===== src/pkg/pats_pkg.sv =====
// Constants, register map and types of the PWM and conversion-trigger block
`default_nettype none
package pats_pkg;
  // ****************************************
  // Clock and carrier timing
  // ****************************************
  localparam int CLK_HZ  = 25_000_000;
  localparam int PWM_HZ  = 20_000;
  localparam int TRIG_HZ = 10_000;
  localparam int CNT_W   = 16;
  localparam logic [CNT_W-1:0] PWM_PERIOD_RST  = CNT_W'(CLK_HZ / PWM_HZ);
  localparam logic [CNT_W-1:0] TRIG_PERIOD_RST = CNT_W'(CLK_HZ / TRIG_HZ);
  localparam logic [7:0]       DEAD_TIME_RST   = 8'h19;
  localparam logic [7:0]       WATERMARK_RST   = 8'h03;

  // ****************************************
  // Time base channel indices of the timer array
  // ****************************************
  localparam logic [4:0] PWM_TIME_BASE    = 5'h00;
  localparam logic [4:0] LOCAL_BASE_TWO   = 5'h08;
  localparam logic [4:0] LOCAL_BASE_THREE = 5'h10;
  localparam logic [4:0] GLOBAL_BASE_ONE  = 5'h16;
  localparam logic [4:0] TRIGGER_TIME_BASE = 5'h17;
  localparam int         LOCAL_FANOUT     = 7;
  localparam int         NUM_BASES        = 5;

  // ****************************************
  // Register map (byte addresses)
  // ****************************************
  localparam logic [7:0] OFS_CTRL        = 8'h00;
  localparam logic [7:0] OFS_PWM_PERIOD  = 8'h04;
  localparam logic [7:0] OFS_TRIG_PERIOD = 8'h08;
  localparam logic [7:0] OFS_PWM_INIT    = 8'h0c;
  localparam logic [7:0] OFS_TRIG_INIT   = 8'h10;
  localparam logic [7:0] OFS_CMP_BASE    = 8'h14;
  localparam logic [7:0] OFS_DEAD_TIME   = 8'h24;
  localparam logic [7:0] OFS_WATERMARK   = 8'h28;
  localparam logic [7:0] OFS_FIFO_DATA   = 8'h2c;
  localparam logic [7:0] OFS_STATUS      = 8'h30;
  localparam logic [7:0] OFS_COUNTERS    = 8'h34;
  localparam logic [7:0] CMP_STRIDE      = 8'h04;

  // CTRL fields
  localparam int CTRL_RUN   = 0;
  localparam int CTRL_BOTH  = 1;
  localparam int CTRL_DEBUG = 2;
  // STATUS fields
  localparam int STAT_FLAG  = 0;
  localparam int STAT_BUSY  = 1;
  localparam int STAT_OVF   = 2;
  localparam int STAT_EMPTY = 3;
  localparam int STAT_LEVEL = 8;
  // Compare register fields
  localparam int CMP_B_LSB  = 16;

  // ****************************************
  // Conversion list
  // ****************************************
  localparam logic       SEL_CURRENTS = 1'b0;
  localparam logic       SEL_DCBUS    = 1'b1;
  localparam logic [1:0] TAG_PHASE_A  = 2'h0;
  localparam logic [1:0] TAG_PHASE_B  = 2'h1;
  localparam logic [1:0] TAG_DCBUS    = 2'h2;

  typedef enum logic [1:0] {
    SEQ_IDLE = 2'b00,
    SEQ_CURR = 2'b01,
    SEQ_PUSH = 2'b10,
    SEQ_VOLT = 2'b11
  } pats_seq_t;
endpackage
`default_nettype wire


===== src/hw/pats_top.sv =====
// Three-phase up-counting PWM with dead time and synchronised conversion trigger
//
// The implementer's own choices: the APB interface to the registers and the address map.
`default_nettype none
module pats_top #(
  parameter int RES_W      = 12,
  parameter int FIFO_DEPTH = 8
) (
  input  wire logic              i_clk,
  input  wire logic              i_rst_n,
  input  wire logic [7:0]        i_paddr,
  input  wire logic              i_psel,
  input  wire logic              i_penable,
  input  wire logic              i_pwrite,
  input  wire logic [31:0]       i_pwdata,
  output var  logic [31:0]       o_prdata,
  output logic                   o_pready,
  output logic                   o_pslverr,
  output var  logic              o_phase_a_high_gate,
  output var  logic              o_phase_a_low_gate,
  output var  logic              o_phase_b_high_gate,
  output var  logic              o_phase_b_low_gate,
  output var  logic              o_phase_c_high_gate,
  output var  logic              o_phase_c_low_gate,
  output var  logic              o_trig_debug,
  output var  logic              o_converter_zero_start,
  output var  logic              o_converter_one_start,
  output var  logic              o_conv_sel,
  input  wire logic              i_converter_zero_done,
  input  wire logic [RES_W-1:0]  i_converter_zero_data,
  input  wire logic              i_converter_one_done,
  input  wire logic [RES_W-1:0]  i_converter_one_data,
  output var  logic              o_watermark_irq
);
  localparam int CW    = pats_pkg::CNT_W;
  localparam int AW    = $clog2(FIFO_DEPTH);
  localparam int FW    = RES_W + 4;
  localparam int NCH   = 4;
  localparam int TRCH  = 3;
  localparam logic [4:0] CH_BASE [2] = '{pats_pkg::PWM_TIME_BASE, pats_pkg::TRIGGER_TIME_BASE};

  function automatic logic is_time_base(input logic [4:0] idx);
    is_time_base = idx == pats_pkg::PWM_TIME_BASE || idx == pats_pkg::LOCAL_BASE_TWO ||
                   idx == pats_pkg::LOCAL_BASE_THREE || idx == pats_pkg::GLOBAL_BASE_ONE ||
                   idx == pats_pkg::TRIGGER_TIME_BASE;
  endfunction

  // Base serving a channel: trigger channel on the trigger time base, phases on the PWM time base
  function automatic int base_of(input int ch);
    base_of = (ch == TRCH) ? 1 : 0;
  endfunction

  generate
    if (RES_W < 1 || RES_W > 16 || FIFO_DEPTH < 2 || (1 << AW) != FIFO_DEPTH || AW > 7)
      begin : g_bad
      $error("pats_top: unsupported RES_W or FIFO_DEPTH");
    end
    if (!is_time_base(CH_BASE[0]) || !is_time_base(CH_BASE[1])) begin : g_bad_base
      $error("pats_top: channel is not a time base");
    end
  endgenerate

  // ****************************************
  // Register file
  // ****************************************
  logic            run;
  logic            flag_both;
  logic            dbg_route;
  logic [CW-1:0]   per_sh  [2];
  logic [CW-1:0]   init_sh [2];
  logic [CW-1:0]   a_sh    [NCH];
  logic [CW-1:0]   b_sh    [NCH];
  logic [7:0]      dead_time;
  logic [7:0]      watermark;
  logic            overflow;
  logic            trig_flag;
  logic [AW:0]     level;
  logic [FW-1:0]   fifo_mem [FIFO_DEPTH];
  logic [AW-1:0]   wr_ptr;
  logic [AW-1:0]   rd_ptr;
  logic            fifo_push;
  logic [FW-1:0]   fifo_din;
  pats_pkg::pats_seq_t seq_state;
  logic [CW-1:0]   cnt [2];

  wire logic setup    = i_psel && !i_penable;
  wire logic wr_acc   = i_psel && i_penable && i_pwrite;
  wire logic fifo_pop = setup && !i_pwrite && i_paddr == pats_pkg::OFS_FIFO_DATA && level != '0;
  wire logic ovf_clr  = wr_acc && i_paddr == pats_pkg::OFS_STATUS && i_pwdata[pats_pkg::STAT_OVF];

  function automatic logic addr_ok(input logic [7:0] a);
    addr_ok = a[1:0] == 2'h0 && a <= pats_pkg::OFS_COUNTERS;
  endfunction

  assign o_pready  = 1'b1;
  assign o_pslverr = i_psel && i_penable && !addr_ok(i_paddr);

  always_ff @(posedge i_clk) begin
    if (!i_rst_n) begin
      run        <= 1'b0;
      flag_both  <= 1'b0;
      dbg_route  <= 1'b0;
      per_sh[0]  <= pats_pkg::PWM_PERIOD_RST;
      per_sh[1]  <= pats_pkg::TRIG_PERIOD_RST;
      init_sh[0] <= '0;
      init_sh[1] <= '0;
      dead_time  <= pats_pkg::DEAD_TIME_RST;
      watermark  <= pats_pkg::WATERMARK_RST;
      for (int i = 0; i < NCH; i++) begin
        a_sh[i] <= '0;
        b_sh[i] <= '0;
      end
    end else if (wr_acc) begin
      unique case (i_paddr)
        pats_pkg::OFS_CTRL: begin
          run       <= i_pwdata[pats_pkg::CTRL_RUN];
          flag_both <= i_pwdata[pats_pkg::CTRL_BOTH];
          dbg_route <= i_pwdata[pats_pkg::CTRL_DEBUG];
        end
        pats_pkg::OFS_PWM_PERIOD:  per_sh[0]  <= i_pwdata[CW-1:0];
        pats_pkg::OFS_TRIG_PERIOD: per_sh[1]  <= i_pwdata[CW-1:0];
        pats_pkg::OFS_PWM_INIT:    init_sh[0] <= i_pwdata[CW-1:0];
        pats_pkg::OFS_TRIG_INIT:   init_sh[1] <= i_pwdata[CW-1:0];
        pats_pkg::OFS_DEAD_TIME:   dead_time  <= i_pwdata[7:0];
        pats_pkg::OFS_WATERMARK:   watermark  <= i_pwdata[7:0];
        default: begin
          for (int i = 0; i < NCH; i++) begin
            if (i_paddr == pats_pkg::OFS_CMP_BASE + 8'(i) * pats_pkg::CMP_STRIDE) begin
              a_sh[i] <= i_pwdata[CW-1:0];
              b_sh[i] <= i_pwdata[pats_pkg::CMP_B_LSB +: CW];
            end
          end
        end
      endcase
    end
  end

  // Read data captured in the setup cycle, valid through the access phase
  always_ff @(posedge i_clk) begin
    if (!i_rst_n) begin
      o_prdata <= '0;
    end else if (setup && !i_pwrite) begin
      unique case (i_paddr)
        pats_pkg::OFS_CTRL:        o_prdata <= 32'({dbg_route, flag_both, run});
        pats_pkg::OFS_PWM_PERIOD:  o_prdata <= 32'(per_sh[0]);
        pats_pkg::OFS_TRIG_PERIOD: o_prdata <= 32'(per_sh[1]);
        pats_pkg::OFS_PWM_INIT:    o_prdata <= 32'(init_sh[0]);
        pats_pkg::OFS_TRIG_INIT:   o_prdata <= 32'(init_sh[1]);
        pats_pkg::OFS_DEAD_TIME:   o_prdata <= 32'(dead_time);
        pats_pkg::OFS_WATERMARK:   o_prdata <= 32'(watermark);
        pats_pkg::OFS_FIFO_DATA:   o_prdata <= (level != '0) ? 32'(fifo_mem[rd_ptr]) : '0;
        pats_pkg::OFS_STATUS:      o_prdata <= 32'({level, 4'h0,
                                      level == '0, overflow, seq_state != pats_pkg::SEQ_IDLE,
                                      trig_flag});
        pats_pkg::OFS_COUNTERS:    o_prdata <= {cnt[1], cnt[0]};
        default: begin
          o_prdata <= '0;
          for (int i = 0; i < NCH; i++) begin
            if (i_paddr == pats_pkg::OFS_CMP_BASE + 8'(i) * pats_pkg::CMP_STRIDE) begin
              o_prdata <= {b_sh[i], a_sh[i]};
            end
          end
        end
      endcase
    end
  end

  // ****************************************
  // Time bases
  // ****************************************
  logic          run_d;
  logic [CW-1:0] per_act [2];
  logic          wrap    [2];
  wire  logic    start = run && !run_d;

  always_ff @(posedge i_clk) begin
    if (!i_rst_n) begin
      run_d <= 1'b0;
    end else begin
      run_d <= run;
    end
  end

  always_comb begin
    for (int t = 0; t < 2; t++) begin
      wrap[t] = run_d && run && cnt[t] >= per_act[t] - CW'(1);
    end
  end

  // Buffered modulus up-count, common start, initial value as offset
  always_ff @(posedge i_clk) begin
    if (!i_rst_n) begin
      for (int t = 0; t < 2; t++) begin
        cnt[t]     <= '0;
        per_act[t] <= '0;
      end
    end else begin
      for (int t = 0; t < 2; t++) begin
        if (start) begin
          cnt[t]     <= init_sh[t];
          per_act[t] <= per_sh[t];
        end else if (wrap[t]) begin
          cnt[t]     <= '0;
          per_act[t] <= per_sh[t];
        end else if (run) begin
          cnt[t]     <= cnt[t] + CW'(1);
        end
      end
    end
  end

  // ****************************************
  // Buffered pulse-width output channels
  // ****************************************
  logic [CW-1:0] a_act [NCH];
  logic [CW-1:0] b_act [NCH];
  logic          ch_out [NCH];
  logic          match_a [NCH];
  logic          match_b [NCH];

  always_comb begin
    for (int i = 0; i < NCH; i++) begin
      match_a[i] = run_d && run && cnt[base_of(i)] == a_act[i];
      match_b[i] = run_d && run && cnt[base_of(i)] == b_act[i];
    end
  end

  always_ff @(posedge i_clk) begin
    if (!i_rst_n) begin
      for (int i = 0; i < NCH; i++) begin
        a_act[i]  <= '0;
        b_act[i]  <= '0;
        ch_out[i] <= 1'b0;
      end
    end else begin
      for (int i = 0; i < NCH; i++) begin
        if (start || wrap[base_of(i)]) begin
          a_act[i] <= a_sh[i];
          b_act[i] <= b_sh[i];
        end
        if (!run) begin
          ch_out[i] <= 1'b0;
        end else if (match_a[i]) begin
          ch_out[i] <= 1'b1;
        end else if (match_b[i]) begin
          ch_out[i] <= 1'b0;
        end
      end
    end
  end

  always_ff @(posedge i_clk) begin
    if (!i_rst_n) begin
      o_trig_debug <= 1'b0;
    end else begin
      o_trig_debug <= dbg_route && ch_out[TRCH];
    end
  end

  // ****************************************
  // Logic combiner with dead time
  // ****************************************
  logic       pwm_prev [3];
  logic [7:0] dt_cnt   [3];
  logic       hi_gate  [3];
  logic       lo_gate  [3];

  always_ff @(posedge i_clk) begin
    if (!i_rst_n) begin
      for (int p = 0; p < 3; p++) begin
        pwm_prev[p] <= 1'b0;
        dt_cnt[p]   <= '0;
        hi_gate[p]  <= 1'b0;
        lo_gate[p]  <= 1'b0;
      end
    end else begin
      for (int p = 0; p < 3; p++) begin
        pwm_prev[p] <= ch_out[p];
        if (ch_out[p] != pwm_prev[p]) begin
          dt_cnt[p] <= '0;
        end else if (dt_cnt[p] < dead_time) begin
          dt_cnt[p] <= dt_cnt[p] + 8'h01;
        end
        hi_gate[p] <= run && !ch_out[p] && ch_out[p] == pwm_prev[p] &&
                      dt_cnt[p] >= dead_time;
        lo_gate[p] <= run && ch_out[p] && ch_out[p] == pwm_prev[p] &&
                      dt_cnt[p] >= dead_time;
      end
    end
  end

  assign o_phase_a_high_gate = hi_gate[0];
  assign o_phase_a_low_gate  = lo_gate[0];
  assign o_phase_b_high_gate = hi_gate[1];
  assign o_phase_b_low_gate  = lo_gate[1];
  assign o_phase_c_high_gate = hi_gate[2];
  assign o_phase_c_low_gate  = lo_gate[2];

  // ****************************************
  // Trigger flag and conversion sequencer
  // ****************************************
  wire logic flag_set = match_b[TRCH] || (flag_both && match_a[TRCH]);
  wire logic flag_clr = seq_state == pats_pkg::SEQ_IDLE && trig_flag;
  logic             got0;
  logic             got1;
  logic [RES_W-1:0] res0;
  logic [RES_W-1:0] res1;
  wire  logic       cur_done = (got0 || i_converter_zero_done) && (got1 || i_converter_one_done);
  wire  logic [RES_W-1:0] cur0 = got0 ? res0 : i_converter_zero_data;

  always_ff @(posedge i_clk) begin
    if (!i_rst_n) begin
      trig_flag <= 1'b0;
    end else begin
      trig_flag <= flag_set || (trig_flag && !flag_clr);
    end
  end

  always_ff @(posedge i_clk) begin
    if (!i_rst_n) begin
      seq_state <= pats_pkg::SEQ_IDLE;
      got0      <= 1'b0;
      got1      <= 1'b0;
      res0      <= '0;
      res1      <= '0;
    end else begin
      unique case (seq_state)
        pats_pkg::SEQ_IDLE: begin
          got0 <= 1'b0;
          got1 <= 1'b0;
          if (trig_flag) begin
            seq_state <= pats_pkg::SEQ_CURR;
          end
        end
        pats_pkg::SEQ_CURR: begin
          if (i_converter_zero_done && !got0) begin
            got0 <= 1'b1;
            res0 <= i_converter_zero_data;
          end
          if (i_converter_one_done && !got1) begin
            got1 <= 1'b1;
            res1 <= i_converter_one_data;
          end
          if (cur_done) begin
            seq_state <= pats_pkg::SEQ_PUSH;
          end
        end
        pats_pkg::SEQ_PUSH: seq_state <= pats_pkg::SEQ_VOLT;
        pats_pkg::SEQ_VOLT: begin
          if (i_converter_zero_done) begin
            seq_state <= pats_pkg::SEQ_IDLE;
          end
        end
      endcase
    end
  end

  // Converter one: phase A current; converter zero: phase B, then DC bus
  always_comb begin
    o_converter_zero_start = flag_clr || seq_state == pats_pkg::SEQ_PUSH;
    o_converter_one_start  = flag_clr;
    o_conv_sel             = (seq_state == pats_pkg::SEQ_PUSH) ? pats_pkg::SEL_DCBUS
                                                               : pats_pkg::SEL_CURRENTS;
    fifo_push = 1'b0;
    fifo_din  = '0;
    if (seq_state == pats_pkg::SEQ_CURR && cur_done) begin
      fifo_push = 1'b1;
      fifo_din  = {pats_pkg::TAG_PHASE_B, 2'h0, cur0};
    end else if (seq_state == pats_pkg::SEQ_PUSH) begin
      fifo_push = 1'b1;
      fifo_din  = {pats_pkg::TAG_PHASE_A, 2'h0, res1};
    end else if (seq_state == pats_pkg::SEQ_VOLT && i_converter_zero_done) begin
      fifo_push = 1'b1;
      fifo_din  = {pats_pkg::TAG_DCBUS, 2'h0, i_converter_zero_data};
    end
  end

  // ****************************************
  // Result FIFO and watermark
  // ****************************************
  wire logic full   = level == (AW+1)'(FIFO_DEPTH);
  wire logic do_wr  = fifo_push && !full;

  always_ff @(posedge i_clk) begin
    if (do_wr) begin
      fifo_mem[wr_ptr] <= fifo_din;
    end
  end

  always_ff @(posedge i_clk) begin
    if (!i_rst_n) begin
      wr_ptr   <= '0;
      rd_ptr   <= '0;
      level    <= '0;
      overflow <= 1'b0;
      o_watermark_irq <= 1'b0;
    end else begin
      wr_ptr   <= wr_ptr + AW'(do_wr);
      rd_ptr   <= rd_ptr + AW'(fifo_pop);
      level    <= level + (AW+1)'(do_wr) - (AW+1)'(fifo_pop);
      overflow <= (fifo_push && full) || (overflow && !ovf_clr);
      o_watermark_irq <= watermark != '0 && 8'(level) >= watermark;
    end
  end
endmodule
`default_nettype wire


===== config.mk =====
export PLATFORM = sky130hd
export DESIGN_NAME = pats_top
export DESIGN_NICKNAME = d
export VERILOG_FILES = /design/src/pkg/pats_pkg.sv /design/src/hw/pats_top.sv
export SDC_FILE = /design/constraint.sdc
export NUM_CORES = 1
export LEC_CHECK = 0
export BUFFER_PORTS_ARGS = -buffer_cell sky130_fd_sc_hd__buf_4
export CAP_MARGIN = 20
export CORE_MARGIN = 1.5
export CORE_UTILIZATION = 50
export CTS_BUF_LIST = sky130_fd_sc_hd__clkbuf_8
export DETAILED_ROUTE_END_ITERATION = 7
export GPL_ROUTABILITY_DRIVEN = 1
export PLACE_DENSITY = 0.78
export SLEW_MARGIN = 10
export SYNTH_ARGS = -nofsm -noshare
export SYNTH_HDL_FRONTEND = slang
export SYNTH_SLANG_ARGS = --single-unit

===== constraint.sdc =====
create_clock -name i_clk -period 9.3 [get_ports i_clk]
set_clock_uncertainty 0.2 [all_clocks]
set_input_delay 1.86 -clock i_clk [delete_from_list [all_inputs] [get_ports i_clk]]
set_output_delay 1.86 -clock i_clk [all_outputs]
set_load 0.005 [all_outputs]

# Word level (Yosys, flattened, before mapping)
# Memory sizes are Yosys's and may differ from the RTL's. A register that Yosys moved wholly into a read port is not among the register bits.
# Cells that the tools add are included.
# word_totals
reg_bits	94
ramBits	549
inputBits	71
out_inout_bits	45
wordCells	443
n_memories	14
# classes
add_sub_neg	11
n_lt_le_gt_ge	10
eq_ne	36
mux	206
bitwise	57
reduce_logical	90
# mem_list
name	words	word_bits	read_ports	rd_ports_with_merged_regs	wr	line_no	source
fifo_mem	8	16	1	1	1	pats_top.sv:78	logic [FW-1:0] fifo_mem [FIFO_DEPTH];
a_act	4	16	4	0	4	pats_top.sv:215	logic [CW-1:0] a_act [NCH];
a_sh	4	16	4	0	4	pats_top.sv:71	logic [CW-1:0] a_sh [NCH];
b_act	4	16	4	0	4	pats_top.sv:216	logic [CW-1:0] b_act [NCH];
b_sh	4	16	4	0	4	pats_top.sv:72	logic [CW-1:0] b_sh [NCH];
cnt	2	16	2	0	2	pats_top.sv:84	logic [CW-1:0] cnt [2];
+8 memories	-	-	-	-	-	-	
# op_table
operator	count
$mux 16	34
$pmux 32 s10	1
$mux 1	153
$eq 16x16->1	8
$mux 32	4
$or 1x1->1	57
$logic_and 1x1->1	53
$eq 8x6->1 const B	6
$mux 8	6
$add 16x1->16 const B	2
$eq 8x5->1 const B	4
$ge 16x16->1	2
$sub 16x1->16 const B	2
$add 8x1->8 const B	3
$ge 8x8->1	3
$lt 8x8->1	3
$eq 8x4->1 const B	2
$reduce_and 2->1	7
$logic_not 1->1	12
$mux 12	1
$ne 2x2->1 const B	5
$eq 8x3->1 const B	1
$ge 4x8->1	1
$le 8x6->1 const B	1
21 further kinds	39

# Longest topological paths before layout
# Gate-level depths: netlist (run 1).
# An unclocked memory read counts as a cell.
# logic_depth
word_depth	10
mapped_depth	14
depth_no_buf	13

# Worst setup path before layout (run 1)
# Ideal clock, no wire load.
# synth_path
kind	reg-to-reg
start	mem per_act[0][4] (netlist name)
end	mem a_act[0][0] (netlist name), enable pin
setup_time_ns	0.683
arrival_time_ns	9.357
required_ns	8.417
path_slack_ns	-0.941
path_stages_with_launch	13
n_path_buf	2
synth_period_minus_slack_ns	10.241
cell_sequence	edfxtp_1 -> nor4_1 -> nand2_1 -> or4_1 -> nor4_1 -> xnor2_1 -> ha_1 -> nand4_1 -> nor2_1 -> a311oi_1 -> buf_2 -> buf_1 -> o21ai_0
# synth_lines
element	line_no	source
start, declared	pats_top.sv:172	logic [CW-1:0] per_act [2];
end, declared	pats_top.sv:215	

==> results of run 1 <==
-- how the worst max path moves through the flow --
stage	end	slack, ns	start	cells past startpoint
6_report	a_act[1][1]$_SDFFCE_PN0P_	4.02	per_act[0][4]$_SDFFCE_PP0P_	13
5_1_grt	a_act[1][2]$_SDFFCE_PN0P_	3.71	per_act[0][4]$_SDFFCE_PP0P_	13
4_1_cts	a_act[1][2]$_SDFFCE_PN0P_	4.11	per_act[0][4]$_SDFFCE_PP0P_	13
3_5_place_dp	per_sh[0][13]$_DFFE_PP_	3.95	i_paddr[2]	7
3_3_place_gp	per_sh[0][23]$_DFFE_PP_	3.91	i_paddr[2]	6
2_1_floorplan	a_act[0][0]$_SDFFCE_PN0P_	1.65	per_act[0][4]$_SDFFCE_PP0P_	12
-- synth_stat cells, types with 12 or more instances --
cell,count,area share [%]
inv_1,46,0.57
nor3b_1,116,2.9
mux2_2,51,1.9
nand3_1,63,1.0
o22ai_1,12,0.25
a22oi_1,33,0.82
ha_1,81,3.4
nand2b_1,18,0.37
and3_1,13,0.27
nor2_1,72,0.90
a222oi_1,19,0.63
buf_1,19,0.24
nand2_1,189,2.3
mux2i_1,20,0.66
edfxtp_1,521,52
nand4_1,37,0.77
buf_2,27,0.45
mux4_2,33,2.5
nor2b_1,12,0.25
a31oi_1,20,0.41
clkbuf_1,110,1.4
xor2_1,89,2.6
xnor2_1,119,3.5
o21ai_0,41,0.68
a21oi_1,87,1.4
nor4_1,26,0.54
nor3_1,39,0.65
dfxtp_1,106,7.0
a32o_1,16,0.53
and2_1,207,4.3
a211oi_1,13,0.32
a22o_1,19,0.55
-- power breakdown --
group	internal [mW]	switching, mW
sequential	3.18	0.138
clock	1.11	1.08
combinational	0.231	0.317
total	4.52	1.53
-- cells by family (layout without fill, tap and decap cells) --
group           count (synthesis)  count (layout)  share of synthesized area [%]
flops                         627             627                           58.9
mux                           104             104                           5.03
other cells                     1               3                         0.0124
fa+ha+maj                      82              82                           3.42
compound gates                353             353                           8.27
simple gates                  838             838                           15.5
xor+xnor                      208             208                           6.03
buf+inv                       209             383                           2.85
-- final cells by class --
cell class / count / area, um2
repair buffers: 162 / 1270
multi-input cells: 1586 / 11700
well taps: 773 / 967
flip-flops and latches: 627 / 17800
inverters: 47 / 176
diodes: 2 / 5.00
clock buffers: 103 / 1420
clock inverters: 71 / 394
fillers: 4715 / 25700
-- worst max-delay path, stage by stage, from the launching register on --
cell	delay (ns)
edfxtp_1	0.42
nor4_1	0.35
nand3_1	0.21
nor4_1	0.45
nand2_1	0.13
xor2_1	0.18
ha_1	0.34
a211oi_1	0.23
o21ai_0	0.13
o2111a_1	0.19
a311oi_4	0.26
buf_4	0.68
buf_4	0.81
nor3b_1	0.16
-- sequential cells by signal (all words and copies together), names as in the netlist, 24 cells and up --
register / flops
per_act: 32
fifo_mem: 112
per_sh: 32
init_sh: 32
a_act: 64
b_sh: 64
cnt: 32
o_prdata: 32
dt_cnt: 24
b_act: 64
a_sh: 64
-- through the flow --
step / instances / hold slack [ns] / util, %
floorplan: 2422 / 0.236 / -
global placement: 3189 / 0.242 / 53.5
detailed placement: 3190 / 0.249 / 53.5
CTS: 3364 / 0.258 / 56.6
global route: 3369 / 0.276 / 56.7
finish: 3371 / 0.260 / 56.7
-- routing by layer --
| metal | vias up | GRT usage [%] | share of wire, % |
|---|---|---|---|
| met5 | - | 0 | 0.031 |
| met4 | 4 | 14.4 | 5.1 |
| met3 | 237 | 6.57 | 11 |
| met2 | 1273 | 42.8 | 45 |
| met1 | 10300 | 36.8 | 38 |
| li1 | 9173 | - | - |
==> results.yml, run 1 <==
drt:
  ant_nets: 0
  wl_per_cell_um: 25.8
  via_per_inst: 6.23
  drc: 0
  vias: 21000
  wl_um: 87000
  dr.pass1.iters: 6
  first_iter_violations: 2845
clock_tree:
  cts_root_buffer: "clkbuf_8"
  postCtsHoldBufs: 0
  numCtsBuffers: 94
  cts_setup_buffers: 0
  cts_resized: 0
  htree_levels: 3
  cts_tree: "done"
  cts.clk_slew.worst_paths_ns: 0.06
  clockBufferDepth: 3
  clock_sinks: 627
  clkLatencyLatePin_ns: 0.70
floorplan:
  die_y_um: 249
  start_util_pct: 50.9
  rows: 89
  core-area_um2: 59400
  ios: 116
  die_area_um2: 61900
  die_w_um: 249
yosys:
  yosysWarnings: 0
  netlist_instances: 2422
  synth-edff-count: 521
  avgSynthCellArea_um2: 12.5
  synth_ff_type: "edfxtp_1"
  seq_area_frac_synth_pct: 58.9
  synthDistinctLibCells: 82
  synth_nets: 2575
  netlist_area_um2: 30200
  yosys_register_bits: 627
  async_flop_share_pct: 0
final_layout:
  fin_nets: 2671
  layout_commonest_cell: "edfxtp_1"
  drive_gt1_share_pct: 16.1
  final_cell_mix: "521 x edfxtp_1, 207 x and2_1, 187 x nand2_1, 156 x buf_4, 119 x xnor2_1"
  final_cell_area_um2: 33700
  synthToLayoutAreaGrowth_pct: 11.5
worst_setup_path:
  criticalPathCategory: "flip-flop to flip-flop"
  r2r_slack_ns: 4.02
  cp.required_ns: 9.49
  path_max_fanout: 75
  r2r-start: "per_act[0][4]$_SDFFCE_PP0P_"
  start_kind: "flip-flop"
  crit_path_end_kind: "flip-flop"
  regToRegEndpoint: "a_act[1][1]$_SDFFCE_PN0P_"
  worstRegToRegCells: 13
  worstPathArrival_ns: 5.47
placed_design:
  dp_hpwl_um: 60500
  io_buffer_count: 114
  place_area_um2: 31800
  place.gp.congestion: 0.962
  dpl_worst_slack_ns: 3.95
sta:
  tns_ns: 0
  fin_crit_sh_pct: 56.8
  hold_viol_final: 0
  setup_slack_ns: 4.02
  min_period_ns: 5.28
  slew_headroom_pct: 22.1
  rsz0062_at_grt: "no"
  max_freq_mhz: 189
  tightest_slew_ns: 1.17
  setup-violations-final: 0
  maxSlewViolCount: 0
power_and_ir_drop:
  ir_drop_mv: 0.109
  power.total_mw: 6.05
  p_leak_nw: 11.7
  p_per_area_nw_per_um2: 180
job:
  cap_violations: 0
hold_path:
  hp-start: "res0[7]$_SDFFE_PN0P_"
  hold_depth: 2
  min_path_type: "flip-flop to flip-flop"
  whs_endpoint: "res0[7]$_SDFFE_PN0P_"
global_route:
  grt_antenna_before_repair: 2
  grt_remaining_overflow: 0
  grt_max_degree: 92
  grt_first_pass_wirelength_um: 129000
  grt_util_all_layers_pct: 27.8
  grt_pass1_vias: 20300
run_status:
  status: "finished, final reports clean"
Power figures use the tool's default switching activity.
==> inputs of run 2 (changes only) <==
--- a/config.mk
+++ b/config.mk
@@ -5,6 +5,7 @@
 export SDC_FILE = /design/constraint.sdc
 export NUM_CORES = 1
 export LEC_CHECK = 0
+export ABC_AREA = 1
 export BUFFER_PORTS_ARGS = -buffer_cell sky130_fd_sc_hd__buf_4
 export CAP_MARGIN = 20
 export CORE_MARGIN = 1.5
==> constraint.sdc (replaced) <==
create_clock -name i_clk -period 4.8 [get_ports i_clk]
set_clock_uncertainty 0.2 [all_clocks]
set_input_delay 0.96 -clock i_clk [delete_from_list [all_inputs] [get_ports i_clk]]
set_output_delay 0.96 -clock i_clk [all_outputs]
set_load 0.005 [all_outputs]
==> run 2 against run 1 <==
Sequential power rose by 95%. Worst setup slack worse by 3.4 ns. Sequential share of layout area is 0.24 points lower.
==> results.yml, run 2 <==
clock_tree:
  htree_levels: 3
  clock_sinks: 627
  cts_setup_buffers: 0
  cts.clk_slew.worst_paths_ns: 0.06
  numCtsBuffers: 100
  cts_resized: 0
  postCtsHoldBufs: 0
  clkLatencyLatePin_ns: 0.72
  cts_tree: "done"
  cts_root_buffer: "clkbuf_8"
  clockBufferDepth: 3
final_layout:
  fin_cells: 4160
  final_cell_mix: "627 x nor2_1, 521 x edfxtp_1, 450 x nand2_1, 445 x inv_1, 241 x o21ai_0"
  fin_nets: 3454
  largest_reg_flops: 112
  regMostFlops: "fifo_mem"
  synthToLayoutAreaGrowth_pct: 12.0
  num-fill-cells: 4998
  final_cell_area_um2: 33800
  drive_gt1_share_pct: 10.4
  layout_commonest_cell: "nor2_1"
worst_setup_path:
  cp.required_ns: 4.91
  worstRegToRegCells: 17
  criticalPathCategory: "flip-flop to flip-flop"
  path_cells: "or2_2 -> nor2_1 -> nand2_1 -> nor2_1 -> nand2_1 -> nor2_1 -> nand3b_1 -> xnor2_1 -> inv_1 -> ha_1 -> a21oi_1 -> o21ai_0 -> a21oi_1 -> nand3_1 -> a31oi_4 -> buf_4 -> nand2_1"
  critPathBufInv: 2
  crit_path_end_kind: "flip-flop"
  critPathTopFamily: "simple AND/OR/NAND/NOR gates"
  r2r_slack_ns: 0.58
  max_stage_delay_ns: 0.42
  start_kind: "flip-flop"
  worstPathArrival_ns: 4.33
  path_depth: 17
  crit_slowest_cell: "edfxtp_1"
  path_max_fanout: 17
power_and_ir_drop:
  power.total_mw: 12.1
  p_leak_nw: 14.1
  p_per_area_nw_per_um2: 358
  ir_drop_mv: 0.218
drt:
  wl_um: 88700
  wl_per_cell_um: 21.3
  first_iter_violations: 3411
  drc: 0
  dr.pass1.iters: 6
  via_per_inst: 5.70
  ant_nets: 0
  vias: 23700
sta:
  max_freq_mhz: 237
  rsz0062_at_grt: "no"
  tns_ns: 0
  min_period_ns: 4.22
  tightest_slew_ns: 1.03
  fin_crit_sh_pct: 87.8
  hold_viol_final: 0
  slew_headroom_pct: 31.2
  setup-violations-final: 0
  setup_slack_ns: 0.584
  maxSlewViolCount: 0
placed_design:
  place.gp.congestion: 0.963
  io_buffer_count: 114
  place_area_um2: 31900
  dp_hpwl_um: 61700
  dp_cells: 3972
  dpl_worst_slack_ns: 0.602
yosys:
  synth.top_cell.area_share_pct: 51.8
  synth_ff_type: "edfxtp_1"
  yosys-top-cells-count: "628 x nor2_1, 521 x edfxtp_1, 451 x nand2_1"
  ys_top_cells_by_area: "edfxtp_1 52%, nor2_1 7.8%, dfxtp_1 7.0%"
  synth-edff-count: 521
  yosysWarnings: 0
  yosys_register_bits: 627
  seq_area_frac_synth_pct: 58.8
  synth_nets: 3321
  netlist_instances: 3168
  avgSynthCellArea_um2: 9.53
  yosysTopAreaCell: "edfxtp_1"
  synthDistinctLibCells: 52
  yosysMostFrequentCell: "nor2_1"
  async_flop_share_pct: 0
  netlist_area_um2: 30200
floorplan:
  die_w_um: 249
  ios: 116
  start_util_pct: 50.9
  core-area_um2: 59400
  die_y_um: 249
  rows: 89
  die_area_um2: 61900
global_route:
  grt_remaining_overflow: 0
  grt_antenna_before_repair: 1
  grt_first_pass_wirelength_um: 133000
  grt_pass1_vias: 22500
  grt_max_degree: 97
  grt_util_all_layers_pct: 28.5
hold_path:
  min_path_type: "flip-flop to flip-flop"
  hold_depth: 2
run_status:
  status: "finished, final reports clean"
job:
  cap_violations: 0
run 2: cell count changes in the layout (fill, tap and decap cells not counted), moves of 20 or more:
| cell | change |
|---|---|
| a22oi_1 | -32 |
| and2_1 | -205 |
| inv_1 | +363 |
| mux2_2 | -51 |
| mux2i_1 | -20 |
| mux4_2 | -33 |
| nand2_1 | +263 |
| nand3_1 | +68 |
| nor2_1 | +561 |
| nor3b_1 | -110 |
| o211ai_1 | +39 |
| o21ai_0 | +207 |
| xnor2_1 | -59 |
| xor2_1 | -28 |
run 2: report_power, final:
part | total [mW] | switching [mW] | internal [mW] | leakage (nW)
sequential | 6.46 | 0.220 | 6.24 | 5.99
clock | 4.46 | 2.17 | 2.29 | 1.19
combinational | 1.18 | 0.800 | 0.380 | 6.88
total | 12.1 | 3.19 | 8.91 | 14.1
run 2: metal layers:
| metal | global-route usage (%) | wire [um] |
|---|---|---|
| met1 | 38.6 | 33800 |
| met3 | 6.99 | 12000 |
| met5 | 0 | 0 |
| met2 | 43.2 | 38800 |
| met4 | 13.4 | 4110 |
run 2: final cells by class:
type	count	area (um2)	share of cell area, %
sequential	627	17800	52.5
timing repair buffer	161	1250	3.68
antenna	1	2.50	0.00740
multi-input combinational	2002	10400	30.6
tap	773	967	2.86
inverter	409	1540	4.54
clock buffer	114	1570	4.64
clock inverter	73	379	1.12
run 2: metrics by stage:
| step | util, % | hold WS [ns] |
|---|---|---|
| final | 57.0 | 0.280 |
| after global routing | 57.0 | 0.263 |
| after CTS | 57.0 | 0.248 |
| after detailed placement | 53.7 | 0.267 |
| after global placement | 53.7 | 0.258 |
| after floorplan | - | 0.233 |
run 2: tightest hold or removal path: stages (launching register included):
cell and delay (ns):
dfxtp_1 0.31, nand2_1 0.07, nor2_1 0.05
run 2: path summary, 6_finish.rpt:
check                              startpoint                     endpoint
setup / recovery  per_act[0][4]$_SDFFCE_PP0P_  per_act[0][7]$_SDFFCE_PP0P_
hold reg to reg        pwm_prev[0][2]$_DFF_P_     lo_gate[0][2]$_SDFF_PN0_
setup reg to reg  per_act[0][4]$_SDFFCE_PP0P_  per_act[0][7]$_SDFFCE_PP0P_
hold / removal         pwm_prev[0][2]$_DFF_P_     lo_gate[0][2]$_SDFF_PN0_
run 2: logic make-up (layout without fill, tap and decap cells):
| logic type | Yosys count | after routing | share of synthesized area (%) |
|---|---|---|---|
| AO/OA/AOI/OAI | 455 | 455 | 8.46 |
| XOR/XNOR | 121 | 121 | 3.51 |
| adder cells (fa/ha/maj) | 82 | 82 | 3.42 |
| buffers and inverters | 539 | 757 | 7.04 |
| flip-flops | 627 | 627 | 58.8 |
| other | 1 | 2 | 0.0124 |
| AND/OR/NAND/NOR | 1343 | 1343 | 18.7 |
